==> src/asrb_regs.svh <==
// Register offsets, field positions, reset values and clear-file masks for the status bank
`ifndef ASRB_REGS_SVH
`define ASRB_REGS_SVH

// ------------------------------------------------------------
// Register indices and byte addresses
// ------------------------------------------------------------
`define ASRB_ADDR_W          6
`define ASRB_IDX_STATUS      4'h3
`define ASRB_IDX_CMD         4'h4
`define ASRB_IDX_RESULT      4'h5
`define ASRB_IDX_EVENT       4'h6
`define ASRB_ADDR_STATUS     ({`ASRB_IDX_STATUS, 2'h0})
`define ASRB_ADDR_CMD        ({`ASRB_IDX_CMD, 2'h0})
`define ASRB_ADDR_RESULT     ({`ASRB_IDX_RESULT, 2'h0})
`define ASRB_ADDR_EVENT      ({`ASRB_IDX_EVENT, 2'h0})

// ------------------------------------------------------------
// Status register fields
// ------------------------------------------------------------
`define ASRB_BIT_CARRY       0
`define ASRB_BIT_DIGIT       1
`define ASRB_BIT_ZERO        2
`define ASRB_BIT_PDOWN       3
`define ASRB_BIT_TOUT        4
`define ASRB_BIT_DBANK_LO    5
`define ASRB_BIT_DBANK_HI    6
`define ASRB_BIT_IBANK       7
`define ASRB_STATUS_RST      8'h18
`define ASRB_CLEAR_FILE_INSTR_KEEP       8'h1B
`define ASRB_CLEAR_FILE_INSTR_SET        8'h04

// ------------------------------------------------------------
// Command and event register fields
// ------------------------------------------------------------
`define ASRB_CMD_OP_MSB      3
`define ASRB_CMD_OP_LSB      0
`define ASRB_CMD_BIT_MSB     6
`define ASRB_CMD_BIT_LSB     4
`define ASRB_CMD_DEST        7
`define ASRB_CMD_FILE_MSB    15
`define ASRB_CMD_FILE_LSB    8
`define ASRB_CMD_W_MSB       23
`define ASRB_CMD_W_LSB       16
`define ASRB_EVT_WDT_TOUT    0

// ------------------------------------------------------------
// Bank decode
// ------------------------------------------------------------
`define ASRB_BANK_OFS_W      7
`define ASRB_DADDR_W         9

`endif

==> src/asrb_pkg.sv <==
// Types shared by the status bank modules
package asrb_pkg;

	// ------------------------------------------------------------
	// Instruction codes
	// ------------------------------------------------------------
	typedef enum logic [3:0] {
		OP_NOP          = 4'h0,
		OP_MOVE_FROM_W  = 4'h1,
		OP_CLEAR_FILE   = 4'h2,
		OP_BIT_CLEAR    = 4'h3,
		OP_BIT_SET      = 4'h4,
		OP_NIBBLE_SWAP  = 4'h5,
		OP_ADD          = 4'h6,
		OP_SUB          = 4'h7,
		OP_AND          = 4'h8,
		OP_IOR          = 4'h9,
		OP_XOR          = 4'hA,
		OP_ROTATE_RIGHT = 4'hB,
		OP_ROTATE_LEFT  = 4'hC,
		OP_WDT_CLEAR    = 4'hD,
		OP_SLEEP        = 4'hE
	} asrb_op_e;

	typedef struct packed {
		logic [7:0] w_val;
		logic [7:0] file_val;
		logic       dest_status;
		logic [2:0] bit_sel;
		asrb_op_e   op;
	} asrb_cmd_s;

	typedef struct packed {
		logic       aff_zero;
		logic       aff_digit;
		logic       aff_carry;
		logic       zero;
		logic       digit;
		logic       carry;
		logic [7:0] result;
	} asrb_alu_s;

endpackage

==> src/asrb_flag_alu.sv <==
// Instruction result and zero, digit-carry and carry flag logic
`timescale 1ns/1ns
`include "asrb_regs.svh"

module asrb_flag_alu (
	input  wire asrb_pkg::asrb_cmd_s cmd,      // Instruction and operands
	input  wire logic                carry_in, // Current carry flag
	output asrb_pkg::asrb_alu_s      alu       // Result and flag outputs
);

	logic [8:0] sum9;
	logic [4:0] sum5;
	logic [7:0] addend;
	logic       cin;

	always_comb begin
		alu      = '0;
		addend   = cmd.w_val;
		cin      = 1'b0;
		// Subtraction adds the two's complement of the second operand
		if (cmd.op == asrb_pkg::OP_SUB) begin
			addend = ~cmd.w_val; // RULE_07
			cin    = 1'b1;
		end
		sum9 = {1'b0, cmd.file_val} + {1'b0, addend} + {8'h00, cin};
		sum5 = {1'b0, cmd.file_val[3:0]} + {1'b0, addend[3:0]} + {4'h0, cin};
		unique case (cmd.op)
			asrb_pkg::OP_MOVE_FROM_W: alu.result = cmd.w_val;
			asrb_pkg::OP_CLEAR_FILE: begin
				alu.result   = 8'h00;
				alu.aff_zero = 1'b1;
			end
			asrb_pkg::OP_BIT_CLEAR: begin
				alu.result             = cmd.file_val;
				alu.result[cmd.bit_sel] = 1'b0;
			end
			asrb_pkg::OP_BIT_SET: begin
				alu.result             = cmd.file_val;
				alu.result[cmd.bit_sel] = 1'b1;
			end
			asrb_pkg::OP_NIBBLE_SWAP: alu.result = {cmd.file_val[3:0], cmd.file_val[7:4]};
			asrb_pkg::OP_ADD, asrb_pkg::OP_SUB: begin
				alu.result    = sum9[7:0];
				alu.carry     = sum9[8]; // RULE_12 RULE_06
				alu.digit     = sum5[4]; // RULE_12 RULE_06
				alu.aff_zero  = 1'b1;
				alu.aff_digit = 1'b1;
				alu.aff_carry = 1'b1;
			end
			asrb_pkg::OP_AND: begin
				alu.result   = cmd.file_val & cmd.w_val;
				alu.aff_zero = 1'b1;
			end
			asrb_pkg::OP_IOR: begin
				alu.result   = cmd.file_val | cmd.w_val;
				alu.aff_zero = 1'b1;
			end
			asrb_pkg::OP_XOR: begin
				alu.result   = cmd.file_val ^ cmd.w_val;
				alu.aff_zero = 1'b1;
			end
			asrb_pkg::OP_ROTATE_RIGHT: begin
				alu.result    = {carry_in, cmd.file_val[7:1]};
				alu.carry     = cmd.file_val[0]; // RULE_08
				alu.aff_carry = 1'b1;
			end
			asrb_pkg::OP_ROTATE_LEFT: begin
				alu.result    = {cmd.file_val[6:0], carry_in};
				alu.carry     = cmd.file_val[7]; // RULE_08
				alu.aff_carry = 1'b1;
			end
			default: alu.result = cmd.file_val;
		endcase
		alu.zero = (alu.result == 8'h00); // RULE_12
	end

endmodule

==> src/asrb_status_bank.sv <==
// ALU flags, reset cause and bank select register with an Avalon-MM slave
`timescale 1ns/1ns
`include "asrb_regs.svh"

// Summary of operation
// RULE_01: Status register writable like any data register.
// RULE_02: Flag instructions override written zero/digit/carry bits.
// RULE_03: Time-out and power-down bits ignore writes.
// RULE_04: Clear-file gives 000u u1uu pattern.
// RULE_05: Software should use bit/swap/move instructions.
// RULE_06: Carry and digit carry act as borrows.
// RULE_07: Subtract adds two's complement; set means none.
// RULE_08: Rotates load carry from low/high bit.
// RULE_09: Bank bits select direct and indirect banks.
// RULE_10: Time-out set on power-up/clear/sleep, cleared by timeout.
// RULE_11: Power-down set on power-up/clear, cleared by sleep.
// RULE_12: Zero, digit carry and carry from results.
module asrb_status_bank (
	input  wire logic                      core_clk,          // 10 MHz core clock
	input  wire logic                      reset,             // Synchronous power-on reset, high
	input  wire logic [`ASRB_ADDR_W-1:0]   avs_address,       // Byte address
	input  wire logic                      avs_read,          // Read request
	input  wire logic                      avs_write,         // Write request
	input  wire logic [31:0]               avs_writedata,     // Write data
	input  wire logic [3:0]                avs_byteenable,    // Byte lanes
	output logic      [31:0]               avs_readdata,      // Read data
	output logic                           avs_waitrequest,   // Stall until answer
	output logic                           indirect_bank_sel, // Indirect bank select
	output logic                           direct_bank_sel_hi,// Direct bank select high
	output logic                           direct_bank_sel_lo,// Direct bank select low
	output logic      [`ASRB_DADDR_W-1:0]  direct_bank_base,  // First address of direct bank
	output logic      [`ASRB_DADDR_W-1:0]  indirect_bank_base // First address of indirect bank
);

	// ------------------------------------------------------------
	// Bus handshake
	// ------------------------------------------------------------
	typedef enum logic [1:0] {
		ST_IDLE = 2'b01,
		ST_ACK  = 2'b10
	} asrb_bus_e;

	asrb_bus_e           state;
	asrb_bus_e           next_state;
	logic                access;
	logic                wr_take;
	logic                rd_issue;

	assign access          = avs_read | avs_write;
	// Every access, mapped or not, answers one cycle after it appears
	assign avs_waitrequest = access & (state == ST_IDLE);
	assign wr_take         = avs_write & (state == ST_ACK);
	// Read data captured in the stall cycle so it leaves a flip-flop in the answer cycle
	assign rd_issue        = avs_read & (state == ST_IDLE);

	always_comb begin
		next_state = state;
		unique case (state)
			ST_IDLE: if (access) begin
				next_state = ST_ACK;
			end
			ST_ACK:  next_state = ST_IDLE;
		endcase
	end

	always_ff @(posedge core_clk) begin
		if (reset) begin
			state <= ST_IDLE;
		end else begin
			state <= next_state;
		end
	end

	// ------------------------------------------------------------
	// Byte lane merge
	// ------------------------------------------------------------
	function automatic logic [31:0] lane_merge(input logic [31:0] old_v, input logic [31:0] new_v,
		input logic [3:0] be);
		logic [31:0] r;
		r = old_v;
		for (int i = 0; i < 4; i++) begin
			if (be[i]) begin
				r[i*8 +: 8] = new_v[i*8 +: 8];
			end
		end
		return r;
	endfunction

	// ------------------------------------------------------------
	// Register state
	// ------------------------------------------------------------
	logic [7:0]           status;
	logic [7:0]           next_status;
	asrb_pkg::asrb_cmd_s  cmd;
	asrb_pkg::asrb_cmd_s  next_cmd;
	logic [7:0]           result;
	logic [7:0]           next_result;
	logic [31:0]          next_readdata;
	logic [31:0]          cmd_merged;
	logic                 exec;
	logic                 status_wr;
	logic                 wdt_tout;
	asrb_pkg::asrb_cmd_s  exec_cmd;
	asrb_pkg::asrb_alu_s  alu;
	logic [7:0]           flag_mask;
	logic [7:0]           flag_val;
	logic [7:0]           keep_mask;

	assign exec      = wr_take & (avs_address == `ASRB_ADDR_CMD);
	assign status_wr = wr_take & (avs_address == `ASRB_ADDR_STATUS) & avs_byteenable[0];
	assign wdt_tout  = wr_take & (avs_address == `ASRB_ADDR_EVENT) & avs_byteenable[0]
		& avs_writedata[`ASRB_EVT_WDT_TOUT];

	// Instruction taken straight from the bus so it runs in the write's own cycle
	always_comb begin
		cmd_merged = lane_merge({8'h00, cmd}, avs_writedata, avs_byteenable);
		// Top lane has no command field
		exec_cmd   = asrb_pkg::asrb_cmd_s'(cmd_merged[23:0]);
		if (exec_cmd.dest_status) begin
			exec_cmd.file_val = status; // RULE_01
		end
	end

	asrb_flag_alu u_flag_alu (
		.cmd      (exec_cmd),
		.carry_in (status[`ASRB_BIT_CARRY]),
		.alu      (alu)
	);

	// ------------------------------------------------------------
	// Status update
	// ------------------------------------------------------------
	always_comb begin
		flag_mask = '0;
		flag_val  = '0;
		flag_mask[`ASRB_BIT_ZERO]  = alu.aff_zero;
		flag_mask[`ASRB_BIT_DIGIT] = alu.aff_digit;
		flag_mask[`ASRB_BIT_CARRY] = alu.aff_carry;
		flag_val[`ASRB_BIT_ZERO]   = alu.zero;
		flag_val[`ASRB_BIT_DIGIT]  = alu.digit;
		flag_val[`ASRB_BIT_CARRY]  = alu.carry;
		// Reset-cause bits are never taken from a written value
		keep_mask = '0;
		keep_mask[`ASRB_BIT_TOUT]  = 1'b1; // RULE_03
		keep_mask[`ASRB_BIT_PDOWN] = 1'b1; // RULE_03
		next_status = status;
		next_cmd    = cmd;
		next_result = result;
		if (status_wr) begin
			// Bus write behaves as a move into the register
			next_status = (status & keep_mask) | (avs_writedata[7:0] & ~keep_mask); // RULE_01 RULE_03
		end
		if (exec) begin
			next_cmd    = exec_cmd;
			next_result = alu.result;
			if (exec_cmd.dest_status && (exec_cmd.op != asrb_pkg::OP_WDT_CLEAR)
				&& (exec_cmd.op != asrb_pkg::OP_SLEEP) && (exec_cmd.op != asrb_pkg::OP_NOP)) begin
				if (flag_mask != 8'h00) begin
					// Flag-producing write: all three flag bits blocked from the result
					keep_mask[`ASRB_BIT_ZERO]  = 1'b1; // RULE_02
					keep_mask[`ASRB_BIT_DIGIT] = 1'b1; // RULE_02
					keep_mask[`ASRB_BIT_CARRY] = 1'b1; // RULE_02
				end
				next_status = (status & keep_mask) | (alu.result & ~keep_mask); // RULE_01
			end
			if (exec_cmd.op == asrb_pkg::OP_CLEAR_FILE && exec_cmd.dest_status) begin
				next_status = (status & `ASRB_CLEAR_FILE_INSTR_KEEP) | `ASRB_CLEAR_FILE_INSTR_SET; // RULE_04
			end else begin
				next_status = (next_status & ~flag_mask) | (flag_val & flag_mask); // RULE_02 RULE_12
			end
			unique case (exec_cmd.op)
				asrb_pkg::OP_WDT_CLEAR: begin
					next_status[`ASRB_BIT_TOUT]  = 1'b1; // RULE_10
					next_status[`ASRB_BIT_PDOWN] = 1'b1; // RULE_11
				end
				asrb_pkg::OP_SLEEP: begin
					next_status[`ASRB_BIT_TOUT]  = 1'b1; // RULE_10
					next_status[`ASRB_BIT_PDOWN] = 1'b0; // RULE_11
				end
				default: ;
			endcase
		end
		// Time-out event wins over a same-cycle instruction
		if (wdt_tout) begin
			next_status[`ASRB_BIT_TOUT] = 1'b0; // RULE_10
		end
	end

	// ------------------------------------------------------------
	// Read mux
	// ------------------------------------------------------------
	always_comb begin
		next_readdata = '0;
		if (rd_issue) begin
			unique case (avs_address)
				`ASRB_ADDR_STATUS: next_readdata = {24'h000000, status};
				`ASRB_ADDR_CMD:    next_readdata = {8'h00, cmd};
				`ASRB_ADDR_RESULT: next_readdata = {24'h000000, result};
				default:           next_readdata = '0;
			endcase
		end
	end

	always_ff @(posedge core_clk) begin
		if (reset) begin
			status       <= `ASRB_STATUS_RST; // RULE_10 RULE_11
			cmd          <= '0;
			result       <= '0;
			avs_readdata <= '0;
		end else begin
			status       <= next_status;
			cmd          <= next_cmd;
			result       <= next_result;
			avs_readdata <= next_readdata;
		end
	end

	// ------------------------------------------------------------
	// Bank select outputs
	// ------------------------------------------------------------
	assign indirect_bank_sel  = status[`ASRB_BIT_IBANK];
	assign direct_bank_sel_hi = status[`ASRB_BIT_DBANK_HI];
	assign direct_bank_sel_lo = status[`ASRB_BIT_DBANK_LO];
	// Four 128-byte direct banks; indirect picks the lower or upper half
	assign direct_bank_base   = {status[`ASRB_BIT_DBANK_HI], status[`ASRB_BIT_DBANK_LO],
		{`ASRB_BANK_OFS_W{1'b0}}}; // RULE_09
	assign indirect_bank_base = {status[`ASRB_BIT_IBANK], {(`ASRB_DADDR_W-1){1'b0}}}; // RULE_09

endmodule

==> config.mk <==
export PLATFORM = sky130hd
export DESIGN_NAME = asrb_status_bank
export DESIGN_NICKNAME = d
export VERILOG_FILES = /design/src/asrb_pkg.sv /design/src/asrb_flag_alu.sv /design/src/asrb_status_bank.sv
export VERILOG_INCLUDE_DIRS = /design/src
export SDC_FILE = /design/constraint.sdc
export NUM_CORES = 1
export LEC_CHECK = 0
export BUFFER_PORTS_ARGS = -buffer_cell sky130_fd_sc_hd__buf_2
export CORE_UTILIZATION = 60
export DETAILED_ROUTE_END_ITERATION = 10
export PLACE_DENSITY = 0.87
export SETUP_SLACK_MARGIN = 0.2
export SYNTH_ARGS = -nofsm -noshare
export SYNTH_HDL_FRONTEND = slang
export SYNTH_SLANG_ARGS = --single-unit
export TNS_END_PERCENT = 30
==> constraint.sdc <==
create_clock -name core_clk -period 8.1 [get_ports core_clk]
set_clock_uncertainty 0.05 [all_clocks]
set_input_delay 1.62 -clock core_clk [delete_from_list [all_inputs] [get_ports core_clk]]
set_output_delay 1.62 -clock core_clk [all_outputs]
set_load 0.05 [all_outputs]
==> implementation parameters, run 1 <==
Parameter                              Value

Yosys
  FF+latch count, synth    66
  Leading cell types by total area after synthesis    sky130_fd_sc_hd__dfxtp_1 28%, sky130_fd_sc_hd__nor2_1 5.7%, sky130_fd_sc_hd__mux2_2 5.6%, sky130_fd_sc_hd__mux2i_1 4.7%, sky130_fd_sc_hd__buf_4 4.4%
  Synthesized cell area    0.00465 mm²
  Predominant post-synthesis flop cell    sky130_fd_sc_hd__dfxtp_1
  Gate count of the mapped netlist    575
  Dominant cell type by area after synthesis    sky130_fd_sc_hd__dfxtp_1
  Share of flip-flops with an asynchronous set or reset after synthesis    0%
  Register area share after synthesis    28.4%
  Number of enable-type register cells in the synthesized netlist    0
  Synth cell count leaders    70 x sky130_fd_sc_hd__nor2_1, 66 x sky130_fd_sc_hd__dfxtp_1, 41 x sky130_fd_sc_hd__nand2_1
  Number of distinct library cell variants in the gate-level netlist after synthesis    71
  Total number of yosys warnings    0
  Fraction of post-synthesis cell area in the top cell type by area    28.4%
  Most frequently used cell type in the post-synthesis netlist    sky130_fd_sc_hd__nor2_1
  Average instance area after synthesis    8.08 µm²

Min path
  Worst hold path class    flip-flop to flip-flop
  Worst min-delay path startpoint    cmd[10]
  Hold path endpoint    cmd[10]
  Instance count along the most critical hold path    2

Timing
  Period Utilization, post-route    72.0%
  Setup TNS after final layout    0 ns
  Relative slew slack    19.5%
  Number of max-slew violations in the final report    0
  Final Hold Slack    0.432 ns
  Final Hold Viols    0
  Number of endpoints failing setup at the final stage    0
  Slew of the pin with the lowest slew margin    1.21 ns
  Achievable clock frequency    171 MHz
  Final worst path period need    5.83 ns
  Unrepaired setup endpoints after global routing    no

Global routing
  Wire length of the first global-routing pass    23.7 mm
  Initial antenna violation count    0
  Number of global-route vias before repair    4423
  Overall global routing resource usage    37.2%
  Remaining global-route overflow    0
  Pin count of the biggest net entering global routing    49

Drt
  Highest metal layer with signal wires    met4
  Wire per inst    20.5 µm
  Vias per Instance    6.56
  Iteration-0 DRC Markers    521
  Number of search-and-repair iterations in the first detailed-routing pass    5
  Remaining DRCs    0
  Met1 layer wirelength in the final routing    5.84 mm
  Remaining number of nets flagged by the antenna check after routing    0
  Routed length on met3    1.56 mm
  Met2 wirelength from detailed routing    6.86 mm
  Total wire length after detailed routing    14.9 mm
  Via count    4760

Pwr
  Total power divided by cell area    158 mW/mm²
  Total Power    804 µW
  VDD IR max    0.0000859 V
  Leakage power total    2.23 nW

Floorplanning
  Initial cell density of the core    63.0%
  IO Pins    100
  Number of rows created at floorplan    31
  Die Width    90.0 µm
  Die area    0.00810 mm²
  Vertical extent of the die    90.0 µm
  Area of the placeable core    0.00737 mm²

Finish
  Final core utilization    69.1%
  Proportion of layout cells with a drive suffix above 1    20.4%
  Synth-to-layout area growth    9.64%
  Cell area after layout    0.00509 mm²
  Nets    678
  Antenna Diode Count    0

Worst setup path
  Worst R2R Setup Slack    3.85 ns
  RR Startpoint    cmd[2]
  Critical R2R Capture    status[2]
  Crit Path Class    input port to flip-flop
  CP startpoint kind    input port
  FF-to-FF path depth    12
  Largest fanout on the critical path    45
  Data arrival time of the critical path    6.09 ns
  Launch point of the critical path    avs_byteenable[0]
  Data required, critical path    8.36 ns
  Kind of end point of the critical path    flip-flop

Clock network
  Clk pin slew, worst setup/hold paths    0.09 ns
  Clock tree from TritonCTS    built
  Total clock buffers created by CTS    9
  CTS H-tree depth    3
  Sink count of the clock tree    66
  Clock latency at the later pin of the worst-skew pair    0.36 ns
  Buffer depth of the longest clock path    2
  CTS root buffer    sky130_fd_sc_hd__clkbuf_8
  Hold_buf cts    0
  Post-CTS Setup Inserts    0
  Post-cts repair resize count    0

Placement
  Number of buffer cells added on primary ports    67
  Placed standard-cell area    0.00487 mm²
  GP Congestion    0.991
  Placed wire-length estimate after detailed placement    10.7 mm

Outcome
  Run status    finished clean

Run
  Max-cap violations    0
## critical path, stage by stage
cell                        delay [ns]
sky130_fd_sc_hd__buf_2            0.60
sky130_fd_sc_hd__mux2i_4          0.66
sky130_fd_sc_hd__mux2i_1          0.69
sky130_fd_sc_hd__inv_1            0.20
sky130_fd_sc_hd__ha_1             0.40
sky130_fd_sc_hd__a21oi_1          0.21
sky130_fd_sc_hd__nand2_1          0.12
sky130_fd_sc_hd__a31oi_1          0.28
sky130_fd_sc_hd__xnor2_1          0.13
sky130_fd_sc_hd__a2111oi_0        0.36
sky130_fd_sc_hd__o21ai_0          0.30
sky130_fd_sc_hd__and4bb_1         0.35
sky130_fd_sc_hd__a32o_1           0.15
## cells in the final DEF, fill, tap and decap left out, drive strengths merged, types with 11 or more instances in the layout
| cell | instances |
|---|---|
| o21ai | 18 |
| nor2 | 71 |
| nand2 | 41 |
| inv | 17 |
| a22oi | 11 |
| and2 | 17 |
| buf | 71 |
| conb | 23 |
| dfxtp | 66 |
| mux2 | 24 |
| o22ai | 26 |
| mux2i | 25 |
| a21oi | 40 |
| a211oi | 19 |
| nor3 | 18 |
| nand3 | 13 |
## flip-flops by register name, summed over array words and instances (netlist names)
| signal | cells |
|---|---|
| avs_readdata | 24 |
| state | 2 |
| status | 8 |
| cmd | 24 |
| result | 8 |
## layer usage
metal | GRT usage (%) | vias up
met1 | 48.1 | 2218
met5 | 0 | -
li1 | - | 2146
met2 | 59.7 | 337
met4 | 18.5 | 0
met3 | 6.85 | 59
## kinds of logic (layout without fill, tap and decap cells)
family | after synthesis | count (layout) | synth area share, %
fa+ha+maj | 10 | 10 | 2.85
simple gates | 205 | 205 | 22.1
mux | 49 | 49 | 11.6
flops | 66 | 66 | 28.4
buf+inv | 72 | 102 | 8.83
other cells | 1 | 23 | 0.0807
xor+xnor | 13 | 13 | 2.45
compound gates | 159 | 159 | 23.6
## worst max path at each step
stage | endpoint | slack (ns)
2_1_floorplan | status[2] | 3.41
3_3_place_gp | status[2] | 2.19
3_5_place_dp | status[2] | 2.12
4_1_cts | status[2] | 2.44
5_1_grt | status[2] | 2.13
6_report | status[2] | 2.27
## stage by stage
step / worst slack (ns) / cells
global route: 2.13 / 726
floorplan: 3.41 / 597
finish: 2.27 / 726
detailed placement: 2.12 / 710
global placement: 2.19 / 710
CTS: 2.44 / 726
## where the power goes
group	switching, mW	internal (mW)
Combinational	0.107	0.0440
Clock	0.151	0.176
Sequential	0.000648	0.325
Total	0.259	0.545
## layout make-up
type / instances / area [µm²]
Tap cell: 99 / 124
Multi-Input combinational cell: 459 / 3000
Clock buffer: 9 / 124
Sequential cell: 66 / 1320
Fill cell: 601 / 2280
Clock inverter: 7 / 100
Inverter: 15 / 56.3
Timing Repair Buffer: 71 / 365
Note: power is estimated with default switching activity, not from simulation.
==> run 2, diff against run 1 <==
ABC_AREA = 1   (was not set)
CORE_UTILIZATION = 56   (was 60)
PLACE_DENSITY = 0.81   (was 0.87)
clock period = 5.75 ns   (was 8.1 ns; I/O delays follow)
==> run 2 against run 1 <==
Via count increased by 11%. Count of clock-buffer cells in the layout unchanged. Clock power grew 12%. Critical endpoint unchanged. Sequential cell count did not move. Cell count up 30%. Highest routed layer unchanged. Global-route usage fell by 3.9 points. Cell area up 7.0%. Sequential power up 41%. Total power increased by 36%. Core utilization fell by 6.3 points.
==> implementation parameters, run 2 <==
Parameter                              Value

Finish
  Leading cell types in the layout, fill and taps excluded    190 x sky130_fd_sc_hd__nand2_1, 99 x sky130_fd_sc_hd__inv_1, 70 x sky130_fd_sc_hd__nor2_1
  Nets    887
  Area taken by flip-flops and latches    0.00132 mm²
  Antenna Diode Count    0
  Synth-to-layout area growth    8.63%
  Proportion of layout cells with a drive suffix above 1    17.5%
  Fill cell count    846
  Final core utilization    62.8%
  Multi-input gate area    0.00305 mm²
  Registers with the most flip-flops    avs_readdata: 24 flops, cmd: 24 flops
  Most common cell after layout, fill and taps aside    sky130_fd_sc_hd__nand2_1

Global routing
  Remaining global-route overflow    0
  Number of global-route vias before repair    4732
  GR Layer Usage met3    4.91%
  Most heavily used metal layer in global routing    met2
  Wire length of the first global-routing pass    24.7 mm
  Initial antenna violation count    0
  Met2 Resource Use GR    51.9%
  Routing usage on met1    46.9%
  Overall global routing resource usage    33.3%
  Pin count of the biggest net entering global routing    34

Placement
  Placed wire-length estimate after detailed placement    11.8 mm
  Number of buffer cells added on primary ports    67
  GP Congestion    0.983

Drt
  Wire per inst    16.3 µm
  Via count    5296
  Remaining number of nets flagged by the antenna check after routing    0
  Remaining DRCs    0
  Vias per Instance    5.61
  Number of search-and-repair iterations in the first detailed-routing pass    6
  Total wire length after detailed routing    15.4 mm
  Iteration-0 DRC Markers    520

Run
  Max-cap violations    0

Yosys
  Synthesized cell area    0.00501 mm²
  Register area share after synthesis    26.3%
  Number of distinct library cell variants in the gate-level netlist after synthesis    48
  FF+latch count, synth    66
  Predominant post-synthesis flop cell    sky130_fd_sc_hd__dfxtp_1
  Average instance area after synthesis    6.47 µm²
  Total number of yosys warnings    0
  Leading cell types by total area after synthesis    sky130_fd_sc_hd__dfxtp_1 26%, sky130_fd_sc_hd__nand2_1 14%, sky130_fd_sc_hd__inv_1 7.4%, sky130_fd_sc_hd__o21ai_0 6.3%, sky130_fd_sc_hd__a21oi_1 5.7%
  Synth cell count leaders    190 x sky130_fd_sc_hd__nand2_1, 99 x sky130_fd_sc_hd__inv_1, 70 x sky130_fd_sc_hd__nor2_1
  Number of enable-type register cells in the synthesized netlist    0
  Gate count of the mapped netlist    775
  Dominant cell type by area after synthesis    sky130_fd_sc_hd__dfxtp_1
  Share of flip-flops with an asynchronous set or reset after synthesis    0%
  Most frequently used cell type in the post-synthesis netlist    sky130_fd_sc_hd__nand2_1
  Fraction of post-synthesis cell area in the top cell type by area    26.3%

Timing
  Achievable clock frequency    241 MHz
  Setup TNS after final layout    0 ns
  Number of max-slew violations in the final report    0
  Final worst path period need    4.15 ns
  Relative slew slack    32.2%
  Final Hold Viols    0
  Period Utilization, post-route    72.2%
  Unrepaired setup endpoints after global routing    no
  Slew of the pin with the lowest slew margin    1.02 ns
  Final Hold Slack    0.411 ns
  Number of endpoints failing setup at the final stage    0

Clock network
  Post-cts repair resize count    0
  Clock tree from TritonCTS    built
  Post-CTS Setup Inserts    0
  Hold_buf cts    0
  Clk pin slew, worst setup/hold paths    0.08 ns
  CTS root buffer    sky130_fd_sc_hd__clkbuf_8
  Total clock buffers created by CTS    9
  Sink count of the clock tree    66
  CTS H-tree depth    3
  Clock latency at the later pin of the worst-skew pair    0.36 ns
  Buffer depth of the longest clock path    2

Pwr
  Leakage power total    2.67 nW
  VDD IR max    0.000106 V
  Total power divided by cell area    201 mW/mm²

Floorplanning
  Area of the placeable core    0.00868 mm²
  IO Pins    100
  Initial cell density of the core    57.8%
  Die area    0.00934 mm²
  Die Width    96.6 µm
  Vertical extent of the die    96.6 µm
  Number of rows created at floorplan    34

Worst setup path
  RR Startpoint    cmd[7]
  Kind of end point of the critical path    flip-flop
  Data required, critical path    5.97 ns
  Crit Path Class    input port to flip-flop
  FF-to-FF path depth    15
  Largest fanout on the critical path    18
  Worst R2R Setup Slack    2.49 ns
  Critical R2R Capture    status[2]
  CP startpoint kind    input port
  Data arrival time of the critical path    4.37 ns

Min path
  Instance count along the most critical hold path    2
  Hold path endpoint    avs_readdata[20]
  Worst min-delay path startpoint    cmd[20]
  Worst hold path class    flip-flop to flip-flop

Outcome
  Run status    finished clean
==> run 2: changes by cell type in the layout (fill, tap and decap cells not counted), sizes merged, moves of 9 or more <==
cell    before  now
nand3       13   49
o21ai       18   74
mux2        24    0
o22ai       26    3
nand2       41  220
mux2i       25    0
nor2        71   80
a211oi      19    1
and2        17    1
inv         17  110
a22oi       11    2
a21oi       40   58
==> run 2: kinds of logic (layout without fill, tap and decap cells) <==
logic type,count (synthesis),after routing,share of synthesized area (%)
buffers and inverters,154,193,14.5
other,1,23,0.0748
AND/OR/NAND/NOR,376,376,36.4
AO/OA/AOI/OAI,160,160,18.6
XOR/XNOR,8,8,1.40
adder cells (fa/ha/maj),10,10,2.64
flip-flops,66,66,26.3
==> run 2: where the power goes <==
group	switching, mW	internal (mW)
Clock	0.206	0.159
Combinational	0.201	0.0703
Sequential	0.000782	0.458
==> run 2: how the worst max path moves through the flow <==
stage	slack, ns	cells after the start	from	to
floorplan	2.22	21	avs_byteenable[0]	status[2]
global placement	1.39	20	avs_byteenable[0]	status[2]
detailed placement	1.35	20	avs_byteenable[0]	status[2]
CTS	1.68	20	avs_byteenable[0]	status[2]
global route	1.35	20	avs_byteenable[0]	status[2]
finish	1.60	16	avs_byteenable[0]	status[2]
==> run 2: per-stage QoR <==
stage,total power [mW],cells,worst slack [ns],area [µm²]
finish,1.10,944,1.60,5450
global route,1.14,944,1.35,5450
CTS,1.09,944,1.68,5450
detailed placement,0.734,928,1.35,5270
global placement,0.733,928,1.39,5270
floorplan,0.685,797,2.22,5100
==> run 2: metal layers <==
metal / vias to the layer above / wire length, µm
met5: - / 0
met2: 274 / 6810
met1: 2431 / 6870
met3: 30 / 1420
li1: 2561 / -
met4: 0 / 329
==> run 2: layout make-up <==
cell class                      instances  area share (%)
Multi-Input combinational cell        577            56.0
Sequential cell                        66            24.3
Clock buffer                            9            2.27
Clock inverter                          7           0.988
Inverter                              108            7.58
Timing Repair Buffer                   69            6.43
Tap cell                              108            2.48
==> run 2: critical path: stages <==
cell	delay (ns)
sky130_fd_sc_hd__buf_2	0.23
sky130_fd_sc_hd__inv_4	0.25
sky130_fd_sc_hd__nand2_4	0.10
sky130_fd_sc_hd__nand2_2	0.29
sky130_fd_sc_hd__nand2_1	0.09
sky130_fd_sc_hd__nand2_1	0.23
sky130_fd_sc_hd__inv_1	0.21
sky130_fd_sc_hd__fa_1	0.51
sky130_fd_sc_hd__a31o_2	0.29
sky130_fd_sc_hd__o21ai_0	0.30
sky130_fd_sc_hd__nand4_1	0.15
sky130_fd_sc_hd__nand2_1	0.08
sky130_fd_sc_hd__nand2_1	0.09
sky130_fd_sc_hd__nor2_1	0.11
sky130_fd_sc_hd__nand3_1	0.10
sky130_fd_sc_hd__a21oi_1	0.18
==> run 3, diff against run 2 <==
ABC_AREA = 0   (was 1)
CORE_UTILIZATION = 50   (was 56)
PLACE_DENSITY = 0.77   (was 0.81)
clock period = 3.7 ns   (was 5.75 ns; I/O delays follow)
==> run 3 against run 2 <==
The flow now finishes with violations (design-rule violations). Clock power rose by 71%. Sequential share of layout area fell by 1.7 points. Critical path depth shrank 2. Cell count down 15%. Core utilization rose by 3.5 points. Register-to-register slack worse by 2.1 ns. Via count down 6.6%. Sequential cell count did not move. Hold slack improved by 0.016 ns. Count of clock-buffer cells in the layout increased by 1. Sequential power is 56% higher. Non-clock buffer count increased by 73.
==> implementation parameters, run 3 (synthesis gave the netlist of run 1 again) <==
Parameter                              Value

Worst setup path
  FF-to-FF path depth    13
  CP startpoint kind    input port
  Critical R2R Capture    status[2]
  Category of cells accounting for the largest share of critical-path delay    compound AO/OA/AOI/OAI gates
  RR Startpoint    cmd[3]
  Largest fanout on the critical path    7
  Crit Path Class    input port to flip-flop
  Stages on worst setup path    14
  CP Capture Point    status[2]
  Maximum cell stage delay along the critical path    0.38 ns
  Data arrival time of the critical path    3.72 ns
  Kind of end point of the critical path    flip-flop
  Most numerous cell on the critical path    sky130_fd_sc_hd__buf_4
  Slowest CP cell    sky130_fd_sc_hd__or3b_4
  Number of buffers and inverters on the critical path    4
  Launch point of the critical path    avs_byteenable[0]
  Worst R2R Setup Slack    0.42 ns
  Chain of cells forming the critical path    buf_4, or3b_4, a22oi_2, buf_12, buf_4, xnor2_1, ha_1, buf_4, xor2_1, a32oi_1, o2111ai_2, a2111oi_2, and4bb_1, a32o_1
  Data required, critical path    3.93 ns

Finish
  Fill cell count    733
  Leading cell types in the layout, fill and taps excluded    71 x sky130_fd_sc_hd__buf_4, 68 x sky130_fd_sc_hd__nor2_1, 66 x sky130_fd_sc_hd__dfxtp_1, 66 x sky130_fd_sc_hd__buf_2, 40 x sky130_fd_sc_hd__nand2_1
  Area taken by flip-flops and latches    0.00132 mm²
  Multi-input gate area    0.00320 mm²
  Filler-free cell count of the finished design    806
  Final core utilization    66.3%
  Registers with the most flip-flops    avs_readdata: 24 flops, cmd: 24 flops
  Nets    749
  Proportion of layout cells with a drive suffix above 1    32.4%
  Most common cell after layout, fill and taps aside    sky130_fd_sc_hd__buf_4
  Synth-to-layout area growth    26.2%
  Antenna Diode Count    0

Clock network
  Clk pin slew, worst setup/hold paths    0.07 ns
  CTS H-tree depth    3
  Clock latency at the later pin of the worst-skew pair    0.34 ns
  CTS root buffer    sky130_fd_sc_hd__clkbuf_8
  Sink count of the clock tree    66
  Hold_buf cts    0
  Clock tree from TritonCTS    built
  Total clock buffers created by CTS    9
  Buffer depth of the longest clock path    2

Floorplanning
  Initial cell density of the core    52.5%
  IO Pins    100
  Number of rows created at floorplan    34
  Vertical extent of the die    98.4 µm
  Die area    0.00968 mm²
  Area of the placeable core    0.00885 mm²
  Die Width    98.4 µm

Run
  Max-cap violations    0

Drt
  Total wire length after detailed routing    15.7 mm
  Wire per inst    19.5 µm
  Remaining DRCs    3
  Remaining number of nets flagged by the antenna check after routing    0
  Iteration-0 DRC Markers    510
  Via count    4946
  Number of search-and-repair iterations in the first detailed-routing pass    10
  Vias per Instance    6.14

Timing
  Slew of the pin with the lowest slew margin    0.867 ns
  Relative slew slack    42.2%
  Setup TNS after final layout    0 ns
  Final Hold Viols    0
  Final worst path period need    3.49 ns
  Number of endpoints failing setup at the final stage    0
  Unrepaired setup endpoints after global routing    yes
  Period Utilization, post-route    94.3%
  Number of max-slew violations in the final report    0
  Achievable clock frequency    287 MHz

Global routing
  Overall global routing resource usage    32.6%
  Pin count of the biggest net entering global routing    49
  Wire length of the first global-routing pass    24.5 mm
  Initial antenna violation count    0
  Remaining global-route overflow    0
  Number of global-route vias before repair    4602

Min path
  Worst hold path class    flip-flop to flip-flop

Placement
  GP Congestion    1.00
  Instance count after placement with tap cells included    785
  Placed wire-length estimate after detailed placement    11.8 mm
  Number of buffer cells added on primary ports    67

Outcome
  Run status    complete, but fails checks
  Violations in the final reports    design-rule violations

Pwr
  Total Power    1.77 mW
  Total power divided by cell area    301 mW/mm²
  VDD IR max    0.000209 V
  Leakage power total    2.58 nW
-- run 3: cell type report --
class,instances,area share (%)
Tap cell,108,2.30
Clock buffer,10,2.35
Multi-Input combinational cell,459,54.5
Clock inverter,6,1.09
Inverter,15,0.960
Sequential cell,66,22.5
Timing Repair Buffer,142,16.3
-- run 3: how the worst min path moves through the flow --
stage,cells past startpoint,slack [ns],from,endpoint
after detailed placement,1,0.41,cmd[17],avs_readdata[17]
after global routing,1,0.45,cmd[13],avs_readdata[13]
after CTS,2,0.43,cmd[12],cmd[12]
final,2,0.43,cmd[13],cmd[13]
after floorplan,2,0.39,cmd[10],cmd[10]
after global placement,2,0.40,cmd[10],cmd[10]
-- run 3: worst min-delay path: stages, from the launching register on --
cell,delay [ns]
sky130_fd_sc_hd__dfxtp_1,0.32
sky130_fd_sc_hd__nand2_1,0.06
sky130_fd_sc_hd__a21oi_1,0.05
-- run 3: power by group --
part / internal [mW] / switching, mW
Clock: 0.330 / 0.295
Combinational: 0.164 / 0.264
Sequential: 0.712 / 0.00136
Total: 1.21 / 0.561
-- run 3: metal layers --
layer	GRT usage, %	wire, µm	vias to the layer above
met5	0	0	-
met4	13.0	489	0
met3	5.23	1220	46
met2	54.2	7400	273
met1	42.2	6580	2333
li1	-	-	2294
-- run 3: per-stage QoR --
stage | cell area (µm²) | worst slack [ns] | hold slack [ns]
after detailed placement | 5560 | -0.240 | 0.414
after CTS | 5810 | 0.201 | 0.426
after floorplan | 4870 | 0.167 | 0.392
final | 5860 | 0.212 | 0.428
after global routing | 5860 | 0.103 | 0.450
after global placement | 5560 | -0.165 | 0.402
-- run 3: timing repair --
item                       CTS  global route
setup endpoints to repair    3             6
gates resized for setup      5             9
pin swaps                    3             7
buffers inserted             2             3
